==> config.mk <==
export PLATFORM = sky130hd
export DESIGN_NAME = pid_mode_sequencer
export DESIGN_NICKNAME = d
export VERILOG_FILES = /design/src/rtl/pms_pkg.sv /design/src/rtl/pid_mode_sequencer.sv
export VERILOG_INCLUDE_DIRS = /design/src /design/src/rtl
export SDC_FILE = /design/constraint.sdc
export NUM_CORES = 2
export LEC_CHECK = 0
export BUFFER_PORTS_ARGS = -buffer_cell sky130_fd_sc_hd__clkbuf_2
export CAP_MARGIN = 20
export CELL_PAD_IN_SITES_DETAIL_PLACEMENT = 0
export CELL_PAD_IN_SITES_GLOBAL_PLACEMENT = 1
export CORE_UTILIZATION = 41
export DETAILED_ROUTE_END_ITERATION = 6
export GPL_ROUTABILITY_DRIVEN = 0
export PLACE_DENSITY_LB_ADDON = 0.12
export SLEW_MARGIN = 20
export SYNTH_ARGS = -nofsm -noshare
export SYNTH_HDL_FRONTEND = slang
export SYNTH_SLANG_ARGS = --single-unit
==> constraint.sdc <==
create_clock -name ref_clk -period 8.2 [get_ports ref_clk]
set_input_delay 0.41 -clock ref_clk [delete_from_list [all_inputs] [get_ports ref_clk]]
set_output_delay 0.41 -clock ref_clk [all_outputs]
set_load 0.1 [all_outputs]
==> src/rtl/pms_cfg.svh <==
// register offsets, field positions, function and unit codes and timing counts of the sequencer
`ifndef PMS_CFG_SVH
`define PMS_CFG_SVH

// register byte offsets on the apb bus
`define PMS_OFS_CTRL 8'h00
`define PMS_OFS_PRE_FREQ 8'h04
`define PMS_OFS_PRE_EXIT 8'h08
`define PMS_OFS_PRE_DELAY 8'h0c
`define PMS_OFS_SLEEP_DT 8'h10
`define PMS_OFS_SLEEP_FREQ 8'h14
`define PMS_OFS_WAKE_LEVEL 8'h18
`define PMS_OFS_WAKE_MODE 8'h1c
`define PMS_OFS_UNIT_SEL 8'h20
`define PMS_OFS_UNIT_GAIN 8'h24
`define PMS_OFS_UNIT_SCALE 8'h28
`define PMS_OFS_ALT_PGAIN 8'h2c
`define PMS_OFS_PRI_PGAIN 8'h30
`define PMS_OFS_PRI_ITERM 8'h34
`define PMS_OFS_TERM_LO 8'h38
`define PMS_OFS_TERM_HI 8'h3c
`define PMS_OFS_STATUS 8'h40
`define PMS_OFS_IRQ_STAT 8'h44
`define PMS_OFS_IRQ_MASK 8'h48
`define PMS_OFS_DISPLAY 8'h4c

// control register fields
`define PMS_CTRL_RUN 0
`define PMS_CTRL_FAULT_CLR 1

// interrupt status fields
`define PMS_IRQ_PRE_FAIL 0
`define PMS_IRQ_SLEEP 1
`define PMS_IRQ_WAKE 2
`define PMS_IRQ_LOOP_START 3
`define PMS_IRQ_W 4

// terminal function codes
`define PMS_FUNC_LOOP_BYPASS 8'h17
`define PMS_FUNC_GAIN_SWITCH 8'h18
`define PMS_TERM_N 7

// display unit codes
`define PMS_UNIT_CELSIUS 5'h0b
`define PMS_UNIT_FAHRENHEIT 5'h0c
`define PMS_UNIT_CUSTOM_LO 5'h0d
`define PMS_UNIT_CUSTOM_HI 5'h10

// keypad code shown while sleeping, value arbitrary
`define PMS_SLEEP_DISPLAY_CODE 8'h5a

// wake-up modes
`define PMS_WAKE_BELOW 2'h0
`define PMS_WAKE_ABOVE 2'h1
`define PMS_WAKE_BEYOND 2'h2

// timer base: one millisecond tick
`define PMS_TICK_NS 1000000
`define PMS_CLK_NS 10
`define PMS_TICK_CYCLES (`PMS_TICK_NS / `PMS_CLK_NS)

`endif

==> src/rtl/pms_pkg.sv <==
// types of the loop mode sequencer
package pms_pkg;
  typedef enum logic [2:0] {
    PMS_IDLE,
    PMS_PRE,
    PMS_LOOP,
    PMS_SLEEP,
    PMS_FAULT
  } pms_state_t;

  typedef enum logic [2:0] {
    PMS_CLS_PERCENT,
    PMS_CLS_PRESSURE,
    PMS_CLS_SPEED,
    PMS_CLS_ELECTRIC,
    PMS_CLS_CELSIUS,
    PMS_CLS_FAHRENHEIT,
    PMS_CLS_CUSTOM
  } pms_unit_class_t;
endpackage : pms_pkg

==> src/rtl/pid_mode_sequencer.sv <==
// loop mode sequencer: pre-loop start, sleep, wake, gain switch, bypass, display scaling
// Function
// - unit codes 11,12 show Celsius, Fahrenheit; 13 to 16 custom units
// - displayed value scaled by unit gain and unit scale
// - asserted terminal with code 24 selects alternate proportional gain
// - on run, drive the pre-loop frequency until feedback exceeds exit level
// - feedback above exit level starts closed loop control
// - nonzero fail delay elapsed below exit level trips fault, blocks output
// - frequency below sleep frequency for sleep delay stops output, enters sleep
// - sleep keeps output stopped until wake condition, then loop resumes
// - entering sleep raises warning and shows sleep code on keypad
// - wake mode 0 wakes when feedback below wake level
// - wake mode 1 wakes when feedback above wake level
// - wake mode 2 wakes when reference minus feedback exceeds wake level
// - terminal with code 23 asserted runs general operation instead of loop
`include "pms_cfg.svh"
`timescale 1ns/10ps
`default_nettype none

module pid_mode_sequencer #(
  parameter int TICK_CYCLES = `PMS_TICK_CYCLES
) (
  input wire logic ref_clk,
  input wire logic srst,
  input wire logic psel,
  input wire logic penable,
  input wire logic pwrite,
  input wire logic [7:0] paddr,
  input wire logic [31:0] pwdata,
  output logic [31:0] prdata,
  output logic pready,
  output logic pslverr,
  input wire logic [6:0] termPins,
  input wire logic [15:0] feedback,
  input wire logic [15:0] reference,
  input wire logic [15:0] operatingFreq,
  input wire logic [15:0] loopFreq,
  input wire logic [15:0] generalFreq,
  output logic [15:0] freqCmd,
  output logic outputEnable,
  output logic loopActive,
  output logic preLoopFault,
  output logic sleepWarning,
  output logic [7:0] keypadCode,
  output logic [15:0] activePGain,
  output logic [15:0] activeITerm,
  output logic [2:0] unitClass,
  output logic [15:0] displayValue,
  output logic irq
);

  // settings
  logic runEn_r;
  logic [15:0] preLoopFrequency_r;
  logic [15:0] preLoopExitLevel_r;
  logic [15:0] preLoopFailDelay_r;
  logic [15:0] sleepDelayTime_r;
  logic [15:0] sleepFrequency_r;
  logic [15:0] wakeupLevel_r;
  logic [1:0] wakeupModeSelect_r;
  logic [4:0] displayUnitSelect_r;
  logic [15:0] displayUnitGain_r;
  logic [3:0] displayUnitScale_r;
  logic [15:0] alternateProportionalGain_r;
  logic [15:0] primaryProportionalGain_r;
  logic [15:0] primaryIntegralTerm_r;
  logic [7:0] termFunc_r [0:`PMS_TERM_N-1];
  logic [`PMS_IRQ_W-1:0] irqStat_r;
  logic [`PMS_IRQ_W-1:0] irqMask_r;

  // sequencing state
  pms_pkg::pms_state_t state_r;
  pms_pkg::pms_state_t state_nxt;
  logic [6:0] termMeta_r;
  logic [6:0] termSync_r;
  logic [31:0] tickCnt_r;
  logic tick_r;
  logic [15:0] preTimer_r;
  logic [15:0] sleepTimer_r;
  logic gainSwitch;
  logic loopBypass;
  logic wakeHit;
  logic preExit;
  logic preFail;
  logic sleepHit;
  logic [`PMS_IRQ_W-1:0] irqEvent;
  logic [31:0] product;
  logic [31:0] readData;
  logic mapped;
  logic wrStrobe;
  logic rdStrobe;
  logic faultClr;

  // bus transfer completes on the cycle pready is high
  assign wrStrobe = psel & penable & pready & pwrite;
  assign rdStrobe = psel & penable & pready & ~pwrite;
  assign faultClr = wrStrobe & (paddr == `PMS_OFS_CTRL) & pwdata[`PMS_CTRL_FAULT_CLR];

  // terminal pins come from outside, two flops before use
  always_ff @(posedge ref_clk) begin
    if (srst) begin
      termMeta_r <= 7'h00;
      termSync_r <= 7'h00;
    end else begin
      termMeta_r <= termPins;
      termSync_r <= termMeta_r;
    end
  end

  // terminal function decode
  always_comb begin
    gainSwitch = 1'b0;
    loopBypass = 1'b0;
    for (int i = 0; i < `PMS_TERM_N; i++) begin
      if (termSync_r[i] && termFunc_r[i] == `PMS_FUNC_GAIN_SWITCH) begin
        gainSwitch = 1'b1;
      end
      if (termSync_r[i] && termFunc_r[i] == `PMS_FUNC_LOOP_BYPASS) begin
        loopBypass = 1'b1;
      end
    end
  end

  // millisecond tick divider
  always_ff @(posedge ref_clk) begin
    if (srst) begin
      tickCnt_r <= 32'h0;
      tick_r <= 1'b0;
    end else if (tickCnt_r >= 32'(TICK_CYCLES - 1)) begin
      tickCnt_r <= 32'h0;
      tick_r <= 1'b1;
    end else begin
      tickCnt_r <= tickCnt_r + 32'h1;
      tick_r <= 1'b0;
    end
  end

  // wake-up criterion by mode
  always_comb begin
    case (wakeupModeSelect_r)
      `PMS_WAKE_BELOW: wakeHit = feedback < wakeupLevel_r;
      `PMS_WAKE_ABOVE: wakeHit = feedback > wakeupLevel_r;
      `PMS_WAKE_BEYOND: wakeHit = (reference > feedback) &&
                                  ((reference - feedback) > wakeupLevel_r);
      default: wakeHit = 1'b0;
    endcase
  end

  // transition conditions
  assign preExit = feedback > preLoopExitLevel_r;
  assign preFail = (preLoopFailDelay_r != 16'h0) && (preTimer_r >= preLoopFailDelay_r);
  assign sleepHit = ~loopBypass && (operatingFreq < sleepFrequency_r) &&
                    (sleepTimer_r >= sleepDelayTime_r);

  // next state
  always_comb begin
    state_nxt = state_r;
    case (state_r)
      pms_pkg::PMS_IDLE: begin
        if (runEn_r) begin
          state_nxt = pms_pkg::PMS_PRE;
        end
      end
      pms_pkg::PMS_PRE: begin
        if (!runEn_r) begin
          state_nxt = pms_pkg::PMS_IDLE;
        end else if (preExit) begin
          state_nxt = pms_pkg::PMS_LOOP;
        end else if (preFail) begin
          state_nxt = pms_pkg::PMS_FAULT;
        end
      end
      pms_pkg::PMS_LOOP: begin
        if (!runEn_r) begin
          state_nxt = pms_pkg::PMS_IDLE;
        end else if (sleepHit) begin
          state_nxt = pms_pkg::PMS_SLEEP;
        end
      end
      pms_pkg::PMS_SLEEP: begin
        if (!runEn_r) begin
          state_nxt = pms_pkg::PMS_IDLE;
        end else if (wakeHit) begin
          state_nxt = pms_pkg::PMS_LOOP;
        end
      end
      pms_pkg::PMS_FAULT: begin
        if (faultClr) begin
          state_nxt = pms_pkg::PMS_IDLE;
        end
      end
      default: state_nxt = pms_pkg::PMS_IDLE;
    endcase
  end

  // state register
  always_ff @(posedge ref_clk) begin
    if (srst) begin
      state_r <= pms_pkg::PMS_IDLE;
    end else begin
      state_r <= state_nxt;
    end
  end

  // pre-loop fail timer, counts ms spent below exit level
  always_ff @(posedge ref_clk) begin
    if (srst || state_r != pms_pkg::PMS_PRE) begin
      preTimer_r <= 16'h0;
    end else if (tick_r && preTimer_r != 16'hffff) begin
      preTimer_r <= preTimer_r + 16'h1;
    end
  end

  // sleep delay timer, restarts when frequency recovers
  always_ff @(posedge ref_clk) begin
    if (srst || state_r != pms_pkg::PMS_LOOP) begin
      sleepTimer_r <= 16'h0;
    end else if (loopBypass || operatingFreq >= sleepFrequency_r) begin
      sleepTimer_r <= 16'h0;
    end else if (tick_r && sleepTimer_r != 16'hffff) begin
      sleepTimer_r <= sleepTimer_r + 16'h1;
    end
  end

  // drive outputs toward the power stage
  always_ff @(posedge ref_clk) begin
    if (srst) begin
      freqCmd <= 16'h0;
      outputEnable <= 1'b0;
      loopActive <= 1'b0;
      preLoopFault <= 1'b0;
      sleepWarning <= 1'b0;
      keypadCode <= 8'h00;
    end else begin
      preLoopFault <= state_nxt == pms_pkg::PMS_FAULT;
      sleepWarning <= state_nxt == pms_pkg::PMS_SLEEP;
      keypadCode <= (state_nxt == pms_pkg::PMS_SLEEP) ? `PMS_SLEEP_DISPLAY_CODE : 8'h00;
      case (state_nxt)
        pms_pkg::PMS_PRE: begin
          freqCmd <= preLoopFrequency_r;
          outputEnable <= 1'b1;
          loopActive <= 1'b0;
        end
        pms_pkg::PMS_LOOP: begin
          freqCmd <= loopBypass ? generalFreq : loopFreq;
          outputEnable <= 1'b1;
          loopActive <= ~loopBypass;
        end
        default: begin
          freqCmd <= 16'h0;
          outputEnable <= 1'b0;
          loopActive <= 1'b0;
        end
      endcase
    end
  end

  // gain selection
  always_ff @(posedge ref_clk) begin
    if (srst) begin
      activePGain <= 16'h0;
      activeITerm <= 16'h0;
    end else begin
      activePGain <= gainSwitch ? alternateProportionalGain_r : primaryProportionalGain_r;
      activeITerm <= primaryIntegralTerm_r;
    end
  end

  // unit class and scaled display
  assign product = feedback * displayUnitGain_r;
  always_ff @(posedge ref_clk) begin
    if (srst) begin
      unitClass <= 3'(pms_pkg::PMS_CLS_PERCENT);
      displayValue <= 16'h0;
    end else begin
      displayValue <= 16'(product >> displayUnitScale_r);
      if (displayUnitSelect_r == `PMS_UNIT_CELSIUS) begin
        unitClass <= 3'(pms_pkg::PMS_CLS_CELSIUS);
      end else if (displayUnitSelect_r == `PMS_UNIT_FAHRENHEIT) begin
        unitClass <= 3'(pms_pkg::PMS_CLS_FAHRENHEIT);
      end else if (displayUnitSelect_r >= `PMS_UNIT_CUSTOM_LO &&
                   displayUnitSelect_r <= `PMS_UNIT_CUSTOM_HI) begin
        unitClass <= 3'(pms_pkg::PMS_CLS_CUSTOM);
      end else if (displayUnitSelect_r >= 5'h07) begin
        unitClass <= 3'(pms_pkg::PMS_CLS_ELECTRIC);
      end else if (displayUnitSelect_r >= 5'h05) begin
        unitClass <= 3'(pms_pkg::PMS_CLS_SPEED);
      end else if (displayUnitSelect_r >= 5'h01) begin
        unitClass <= 3'(pms_pkg::PMS_CLS_PRESSURE);
      end else begin
        unitClass <= 3'(pms_pkg::PMS_CLS_PERCENT);
      end
    end
  end

  // events and interrupt; set wins over read clear
  always_comb begin
    irqEvent = '0;
    irqEvent[`PMS_IRQ_PRE_FAIL] = state_r == pms_pkg::PMS_PRE && state_nxt == pms_pkg::PMS_FAULT;
    irqEvent[`PMS_IRQ_SLEEP] = state_r == pms_pkg::PMS_LOOP && state_nxt == pms_pkg::PMS_SLEEP;
    irqEvent[`PMS_IRQ_WAKE] = state_r == pms_pkg::PMS_SLEEP && state_nxt == pms_pkg::PMS_LOOP;
    irqEvent[`PMS_IRQ_LOOP_START] = state_r == pms_pkg::PMS_PRE && state_nxt == pms_pkg::PMS_LOOP;
  end

  always_ff @(posedge ref_clk) begin
    if (srst) begin
      irqStat_r <= '0;
      irq <= 1'b0;
    end else begin
      if (rdStrobe && paddr == `PMS_OFS_IRQ_STAT) begin
        irqStat_r <= irqEvent;
      end else begin
        irqStat_r <= irqStat_r | irqEvent;
      end
      irq <= |((irqStat_r | irqEvent) & irqMask_r);
    end
  end

  // register writes
  always_ff @(posedge ref_clk) begin
    if (srst) begin
      runEn_r <= 1'b0;
      preLoopFrequency_r <= 16'h0;
      preLoopExitLevel_r <= 16'h0;
      preLoopFailDelay_r <= 16'h0;
      sleepDelayTime_r <= 16'h0;
      sleepFrequency_r <= 16'h0;
      wakeupLevel_r <= 16'h0;
      wakeupModeSelect_r <= 2'h0;
      displayUnitSelect_r <= 5'h00;
      displayUnitGain_r <= 16'h0001;
      displayUnitScale_r <= 4'h0;
      alternateProportionalGain_r <= 16'h0;
      primaryProportionalGain_r <= 16'h0;
      primaryIntegralTerm_r <= 16'h0;
      irqMask_r <= '0;
      for (int i = 0; i < `PMS_TERM_N; i++) begin
        termFunc_r[i] <= 8'h00;
      end
    end else if (wrStrobe) begin
      case (paddr)
        `PMS_OFS_CTRL: runEn_r <= pwdata[`PMS_CTRL_RUN];
        `PMS_OFS_PRE_FREQ: preLoopFrequency_r <= pwdata[15:0];
        `PMS_OFS_PRE_EXIT: preLoopExitLevel_r <= pwdata[15:0];
        `PMS_OFS_PRE_DELAY: preLoopFailDelay_r <= pwdata[15:0];
        `PMS_OFS_SLEEP_DT: sleepDelayTime_r <= pwdata[15:0];
        `PMS_OFS_SLEEP_FREQ: sleepFrequency_r <= pwdata[15:0];
        `PMS_OFS_WAKE_LEVEL: wakeupLevel_r <= pwdata[15:0];
        `PMS_OFS_WAKE_MODE: wakeupModeSelect_r <= pwdata[1:0];
        `PMS_OFS_UNIT_SEL: displayUnitSelect_r <= pwdata[4:0];
        `PMS_OFS_UNIT_GAIN: displayUnitGain_r <= pwdata[15:0];
        `PMS_OFS_UNIT_SCALE: displayUnitScale_r <= pwdata[3:0];
        `PMS_OFS_ALT_PGAIN: alternateProportionalGain_r <= pwdata[15:0];
        `PMS_OFS_PRI_PGAIN: primaryProportionalGain_r <= pwdata[15:0];
        `PMS_OFS_PRI_ITERM: primaryIntegralTerm_r <= pwdata[15:0];
        `PMS_OFS_IRQ_MASK: irqMask_r <= pwdata[`PMS_IRQ_W-1:0];
        `PMS_OFS_TERM_LO: begin
          for (int i = 0; i < 4; i++) begin
            termFunc_r[i] <= pwdata[8*i +: 8];
          end
        end
        `PMS_OFS_TERM_HI: begin
          for (int i = 0; i < 3; i++) begin
            termFunc_r[i+4] <= pwdata[8*i +: 8];
          end
        end
        default: ;
      endcase
    end
  end

  // read mux and address decode
  always_comb begin
    readData = 32'h0;
    mapped = 1'b1;
    case (paddr)
      `PMS_OFS_CTRL: readData = {31'h0, runEn_r};
      `PMS_OFS_PRE_FREQ: readData = {16'h0, preLoopFrequency_r};
      `PMS_OFS_PRE_EXIT: readData = {16'h0, preLoopExitLevel_r};
      `PMS_OFS_PRE_DELAY: readData = {16'h0, preLoopFailDelay_r};
      `PMS_OFS_SLEEP_DT: readData = {16'h0, sleepDelayTime_r};
      `PMS_OFS_SLEEP_FREQ: readData = {16'h0, sleepFrequency_r};
      `PMS_OFS_WAKE_LEVEL: readData = {16'h0, wakeupLevel_r};
      `PMS_OFS_WAKE_MODE: readData = {30'h0, wakeupModeSelect_r};
      `PMS_OFS_UNIT_SEL: readData = {27'h0, displayUnitSelect_r};
      `PMS_OFS_UNIT_GAIN: readData = {16'h0, displayUnitGain_r};
      `PMS_OFS_UNIT_SCALE: readData = {28'h0, displayUnitScale_r};
      `PMS_OFS_ALT_PGAIN: readData = {16'h0, alternateProportionalGain_r};
      `PMS_OFS_PRI_PGAIN: readData = {16'h0, primaryProportionalGain_r};
      `PMS_OFS_PRI_ITERM: readData = {16'h0, primaryIntegralTerm_r};
      `PMS_OFS_TERM_LO: readData = {termFunc_r[3], termFunc_r[2], termFunc_r[1], termFunc_r[0]};
      `PMS_OFS_TERM_HI: readData = {8'h00, termFunc_r[6], termFunc_r[5], termFunc_r[4]};
      `PMS_OFS_STATUS: readData = {17'h0, termSync_r, gainSwitch, loopBypass, unitClass,
                                   3'(state_r)};
      `PMS_OFS_IRQ_STAT: readData = {28'h0, irqStat_r};
      `PMS_OFS_IRQ_MASK: readData = {28'h0, irqMask_r};
      `PMS_OFS_DISPLAY: readData = {16'h0, displayValue};
      default: mapped = 1'b0;
    endcase
  end

  // apb answer: one wait state, error on unmapped address
  always_ff @(posedge ref_clk) begin
    if (srst) begin
      pready <= 1'b0;
      pslverr <= 1'b0;
      prdata <= 32'h0;
    end else if (psel && penable && !pready) begin
      pready <= 1'b1;
      pslverr <= ~mapped;
      prdata <= pwrite ? 32'h0 : readData;
    end else begin
      pready <= 1'b0;
      pslverr <= 1'b0;
      prdata <= 32'h0;
    end
  end

endmodule : pid_mode_sequencer

`default_nettype wire

# ---- Yosys cells after proc, flatten, opt, wreduce, memory -nomap -nowiden
# Memory sizes are Yosys's and may differ from the RTL's.
# Cells that the tools add are included.
# W data, S select, Z words.
dict set report totals {
  register_bits 376
  latchBits 0
  ram_bits 56
  rom_bits 0
  inputBits 132
  out_inout_bits 114
  elab_cells 249
  memories 1
}
dict set report op_classes {
  n_addsub 4
  mul 1
  div_mod_pow 0
  magnitude_cmp 15
  n_eq_ne 49
  shifts 1
  mux 58
  bitwise 20
  reduce_logical 61
}
# memory words width rd rd_ports_with_merged_regs write_ports line_no
set mem_list {}
lappend mem_list {termFunc_r 7 8 7 0 7 pid_mode_sequencer.sv:67} ;# logic [7:0] termFunc_r [0:`PMS_TERM_N-1];
# cell count
set ops {}
lappend ops {{$pmux W32 S20} 1}
lappend ops {{$eq A8 B5 Y1 const B} 18}
lappend ops {{$eq A8 B6 Y1 const B} 8}
lappend ops {{$gt A16 B16 Y1} 4}
lappend ops {{$mux W8} 7}
lappend ops {{$ge A16 B16 Y1} 3}
lappend ops {{$mux W3} 12}
lappend ops {{$add A16 B1 Y16 const B} 2}
lappend ops {{$add A32 B1 Y32 const B} 1}
lappend ops {{$eq A8 B7 Y1 const B} 4}
lappend ops {{$ge A32 B17 Y1 const B} 1}
lappend ops {{$lt A16 B16 Y1} 2}
lappend ops {{$mul A16 B16 Y32} 1}
lappend ops {{$mux W16} 2}
lappend ops {{$ne A16 B16 Y1 const B} 2}
lappend ops {{$pmux W16 S2} 1}
lappend ops {{$shr A32 B4 Y16} 1}
lappend ops {{$reduce_and A2 Y1} 15}
lappend ops {{$mux W1} 29}
lappend ops {{$logic_and A1 B1 Y1} 28}
lappend ops {{$reduce_or A20 Y1} 1}
lappend ops {{$eq A8 B4 Y1 const B} 2}
lappend ops {{$reduce_bool A16 Y1} 1}
lappend ops {{$sub A16 B16 Y16} 1}
lappend ops {{other kinds (31)} 62}

# ---- Longest topological paths before layout
# An unclocked memory read counts as a cell.
dict set report depth {
  ltp_word 21
  ltp_mapped 24
}

# ---- Worst setup path before layout
# No wires, ideal clock.
dict set report synth_path {
  kind {input-to-reg}
  start {input port feedback[6]}
  end {register displayValue[7]}
  arrival_ps 6309
  t_required_ps 8072
  slack_ps 1763
  stages 21
  cell_sequence {clkbuf_1 and2_1 fa_1 inv_1 fa_1 fa_1 inv_1 fa_1 inv_1 fa_1 fa_1 inv_1 ha_1 a21oi_2 nand2_1 a221oi_2 o21bai_1 xor2_1 mux4_2 mux4_2 nor2b_1}
}
dict set report synth_via {
  elab_chain_len 2
}
# element line_no
set synth_lines {}
lappend synth_lines {{start, declared} pid_mode_sequencer.sv:34} ;# input wire logic [15:0] feedback,
lappend synth_lines {{$mul A16 B16 Y32} pid_mode_sequencer.sv:270} ;# assign product = feedback * displayUnitGain_r;
lappend synth_lines {{$shr A32 B4 Y16} pid_mode_sequencer.sv:276} ;# displayValue <= 16'(product >> displayUnitScale_r);
lappend synth_lines {{end signal, assigned} pid_mode_sequencer.sv:276}
lappend synth_lines {{end, declared} pid_mode_sequencer.sv:48} ;# output logic [15:0] displayValue,
# No other way between the ends.
# A chain may end at the register's enable or synchronous reset.

# ---- Final worst setup path
dict set report layout_path {
  start {register displayUnitGain_r[7]}
  end {register displayValue[10]}
}
dict set report layout_via {
  elab_chain_len 2
}
# element line_no
set layout_lines {}
lappend layout_lines {{start, declared} pid_mode_sequencer.sv:62} ;# logic [15:0] displayUnitGain_r;
lappend layout_lines {{start signal, assigned} pid_mode_sequencer.sv:351} ;# `PMS_OFS_UNIT_GAIN: displayUnitGain_r <= pwdata[15:0];
lappend layout_lines {{$mul A16 B16 Y32} pid_mode_sequencer.sv:270}
lappend layout_lines {{$shr A32 B4 Y16} pid_mode_sequencer.sv:276}
# No other way between the ends.

==> results summary <==
The number of hold buffers added after CTS was 1. The number of primary I/O pins came out at 246. For this run, the leading register cell type out of synthesis is sky130_fd_sc_hd__dfxtp_1.

Once the clock tree was built, the resizer swapped 0 gates to a different size. The synthesized area per cell is 8.69 um^2. The clock latency on the worst-skew pair is 0.62 ns. The worst ir drop on vdd came out at 0.169 mV. The number of synthesized flops with an enable pin came out at 56.

The number of sinks handled by clock tree synthesis is 424. The setup path with the least slack is of type flip-flop to flip-flop. The area of the core region is 71600 um^2. The share of synthesized flip-flops with an asynchronous set or reset came out at 0. The kind of end point of the critical path is a flip-flop. The number of global-route vias before repair is 25600. Static timing analysis puts the maximum clock frequency at 0.138 GHz. The synthesized instance count came out at 3426.

The clock passes through at most 3 buffers. The post-route clock period utilization is 0.886. The number of flip-flops in the largest register came out at 56. For this run, the total global-route usage over all layers was measured as 0.298. The number of setup buffers added after CTS is 0.

After detailed routing, the total wire length is 110000 um. sky130_fd_sc_hd__dfxtp_1 takes more of the synthesized area than any other cell. The first-pass GRT wire length is 166000 um. The total overflow reported by the global router came out at 0.

The power consumption is 4.81 mW. Setup repair after global routing left no endpoint under its margin. The row count came out at 98.

The worst-case clock skew came out at 0.0450 ns. The count of antenna-violating nets left after detailed routing came out at 0. The total half-perimeter wirelength after legalization and detailed placement is 82100 um. The sequential-to-total area share from yosys stat came out at 0.304. Among cell families on the critical path, the largest total delay comes from adder cells.

The worst slew margin relative to its limit is 0.187. The largest net degree at the start of global routing came out at 87. The largest individual stage delay along the critical path comes from the cell sky130_fd_sc_hd__dfxtp_1.

In this run, CTS created clock tree buffers numbering 48. The initial utilization of the core area, before any placement, comes to 0.416. For this run, the slowest stage of the critical path takes 0.93 ns. The arrival time of the worst setup path is 7.71 ns. In the post-synthesis netlist, the biggest area contributors are sky130_fd_sc_hd__dfxtp_1, sky130_fd_sc_hd__fa_1, sky130_fd_sc_hd__ha_1.

The starting DRC count in detailed routing came out at 2848. TritonCTS built the clock tree. The cell repeated most along the worst path is sky130_fd_sc_hd__fa_1. For this run, the detailed router's first-pass iteration total came to 6.

Summing all multi-input logic gate instances after layout gives 18700 um^2. The final hold violation count is 0. The number of distinct library cells after synthesis is 87.

The net total in the final layout is 4144. The root buffer cell is sky130_fd_sc_hd__clkbuf_16. The number of antenna diodes in the final layout is 0. The required time of the critical path came out at 8.65 ns. The share of final-layout standard cells stronger than drive strength 1 came out at 0.116. The total negative setup slack is 0 ns. The clock period could shrink to 7.26 ns. The routed length per instance is 24.0 um.

The number of warnings reported in the yosys synthesis log is 0. The layout overhead on the synthesized area came out at 12.8%. The clock-pin slew reported for the worst setup and hold paths after clock tree synthesis is 0.06 ns.

The number of vias after detailed routing came out at 26100. The area share of the largest cell type after synthesis is 0.248. Using the TritonRoute via totals, the vias-per-cell ratio works out to 5.69. The min-delay analysis places its worst path in the category input pin to flip-flop. The number of filler instances in the final layout came out at 7072. The number of violations of the max-capacitance limit came out at 0. The sequential cell area came out at 9050 um^2. The critical path launch point type is a flip-flop. The max-slew violation count came out at 0.

The flow ran to the end, and the final reports show no timing, DRC or antenna violations. The synthesized design contains 424 register bits. The summed instance area of the synthesized netlist came out at 29800 um^2. For this run, design rule violations remaining after detail routing come to 0. Walking the worst path, the cells encountered are and2_1 -> fa_1 -> inv_1 -> fa_1 -> inv_1 -> fa_1 -> fa_1 -> inv_1 -> fa_1 -> fa_1 -> inv_1 -> ha_1 -> a21oi_1 -> nand3_1 -> a31o_2 -> and2_1 -> a211oi_1 -> mux2i_1 -> nand2_1 -> o211ai_1 -> a221oi_1. Setup violations remaining at the end of the flow were counted as 0. The actual slew at the worst max-slew pin is 1.22 ns. For this design the ratio of total power to cell area is 143 nW/um^2.

The port buffer count is 241. Of all nets on the critical path, the largest fanout is 18. The die span in y came out at 271 um. The number of buffers and inverters on the critical path came out at 4. The die footprint is 73700 um^2.

In the synthesized netlist, the cells that appear most often are sky130_fd_sc_hd__nand2_1, sky130_fd_sc_hd__inv_1, sky130_fd_sc_hd__dfxtp_1. The leakage power total is 13.7 nW. The initial antenna violation count came to 7. The horizontal die dimension is 271 um. The most frequent cell after synthesis is sky130_fd_sc_hd__nand2_1. In the final layout, the registers with the most flip-flops are termFunc_r (56), prdata (32), tickCnt_r (32). More flip-flops sit in one register than any other, and that register is termFunc_r. The H-tree generated during clock tree synthesis spans 2 levels.
cells in the final DEF (no fill, tap or decap), types with 18 or more instances in the layout:
cell / netlist / layout
sky130_fd_sc_hd__a22o_1: 30 / 30
sky130_fd_sc_hd__nand4_1: 38 / 38
sky130_fd_sc_hd__and3_1: 29 / 29
sky130_fd_sc_hd__nand2_1: 483 / 483
sky130_fd_sc_hd__buf_4: 8 / 47
sky130_fd_sc_hd__nor2_1: 148 / 140
sky130_fd_sc_hd__and2_1: 300 / 300
sky130_fd_sc_hd__xor2_1: 30 / 30
sky130_fd_sc_hd__nor4_1: 18 / 18
sky130_fd_sc_hd__ha_1: 215 / 215
sky130_fd_sc_hd__edfxtp_1: 56 / 56
sky130_fd_sc_hd__a221oi_1: 46 / 46
sky130_fd_sc_hd__mux2i_1: 59 / 59
sky130_fd_sc_hd__inv_1: 376 / 375
sky130_fd_sc_hd__a31oi_1: 25 / 25
sky130_fd_sc_hd__a21oi_1: 257 / 256
sky130_fd_sc_hd__nand3_1: 59 / 59
sky130_fd_sc_hd__o21ai_0: 42 / 42
sky130_fd_sc_hd__clkbuf_2: 0 / 240
sky130_fd_sc_hd__a22oi_1: 51 / 51
sky130_fd_sc_hd__a21o_1: 44 / 43
sky130_fd_sc_hd__xnor2_1: 38 / 38
sky130_fd_sc_hd__conb_1: 1 / 19
sky130_fd_sc_hd__nor2b_1: 51 / 51
sky130_fd_sc_hd__a211oi_1: 24 / 24
sky130_fd_sc_hd__fa_1: 194 / 194
sky130_fd_sc_hd__clkbuf_16: 0 / 48
sky130_fd_sc_hd__dfxtp_1: 368 / 368
sky130_fd_sc_hd__nor3_1: 38 / 34
sky130_fd_sc_hd__or3_1: 20 / 20
metrics by stage:
step	utilization	hold slack, ns	area (um^2)	setup WS, ns	std cells
6_report	0.469	0.0212	33600	0.939	4592
3_3_place_gp	0.445	0.435	31900	0.918	4501
2_1_floorplan	-	0.414	29800	1.76	3444
3_5_place_dp	0.446	0.434	31900	0.922	4502
4_1_cts	0.469	0.000590	33600	0.998	4592
5_1_grt	0.469	0.0138	33600	0.482	4592
routing by layer:
| layer | part of all wire | up-vias | wire (um) | track usage |
|---|---|---|---|---|
| met5 | 0.00026 | - | 29 | 0 |
| met2 | 0.41 | 1215 | 45600 | 0.431 |
| met3 | 0.099 | 217 | 10900 | 0.0686 |
| met1 | 0.45 | 12800 | 49900 | 0.436 |
| met4 | 0.032 | 4 | 3570 | 0.0906 |
| li1 | - | 11900 | - | - |
worst paths after layout:
kind | slack [ns] | to | start | cells past startpoint
setup / recovery | 0.94 | displayValue[10] | displayUnitGain_r[7] | 21
hold / removal | 0.02 | termMeta_r[4] | termPins[4] | 2
setup reg to reg | 0.94 | displayValue[10] | displayUnitGain_r[7] | 21
hold reg to reg | 0.44 | termSync_r[3] | termMeta_r[3] | 1
where the power goes:
| part | switching, mW | internal, mW | leakage (nW) |
|---|---|---|---|
| Clock | 0.952 | 1.31 | 0.798 |
| Combinational | 0.273 | 0.122 | 9.38 |
| Sequential | 0.0258 | 2.13 | 3.55 |
cell families (layout without fill, tap and decap cells):
group                      after synthesis  after routing  synth area share
AOI/OAI and AO/OA                      646            646             0.146
muxes                                   71             71            0.0278
adders and majority gates              409            409             0.221
DFF                                    424            424             0.304
and+or+nand+nor                       1247           1247             0.209
xor gates and xnor gates                68             68            0.0200
buffers and inverters                  560            758            0.0726
other                                    1             19          0.000126
layout make-up:
type                            instances  share of cell area
Inverter                              379              0.0424
Multi-Input combinational cell       2460               0.556
Sequential cell                       424               0.270
Tap cell                              950              0.0354
Clock inverter                         25             0.00958
Timing Repair Buffer                  290              0.0473
Clock buffer                           64              0.0397
Note: power is estimated with default switching activity, not from simulation.
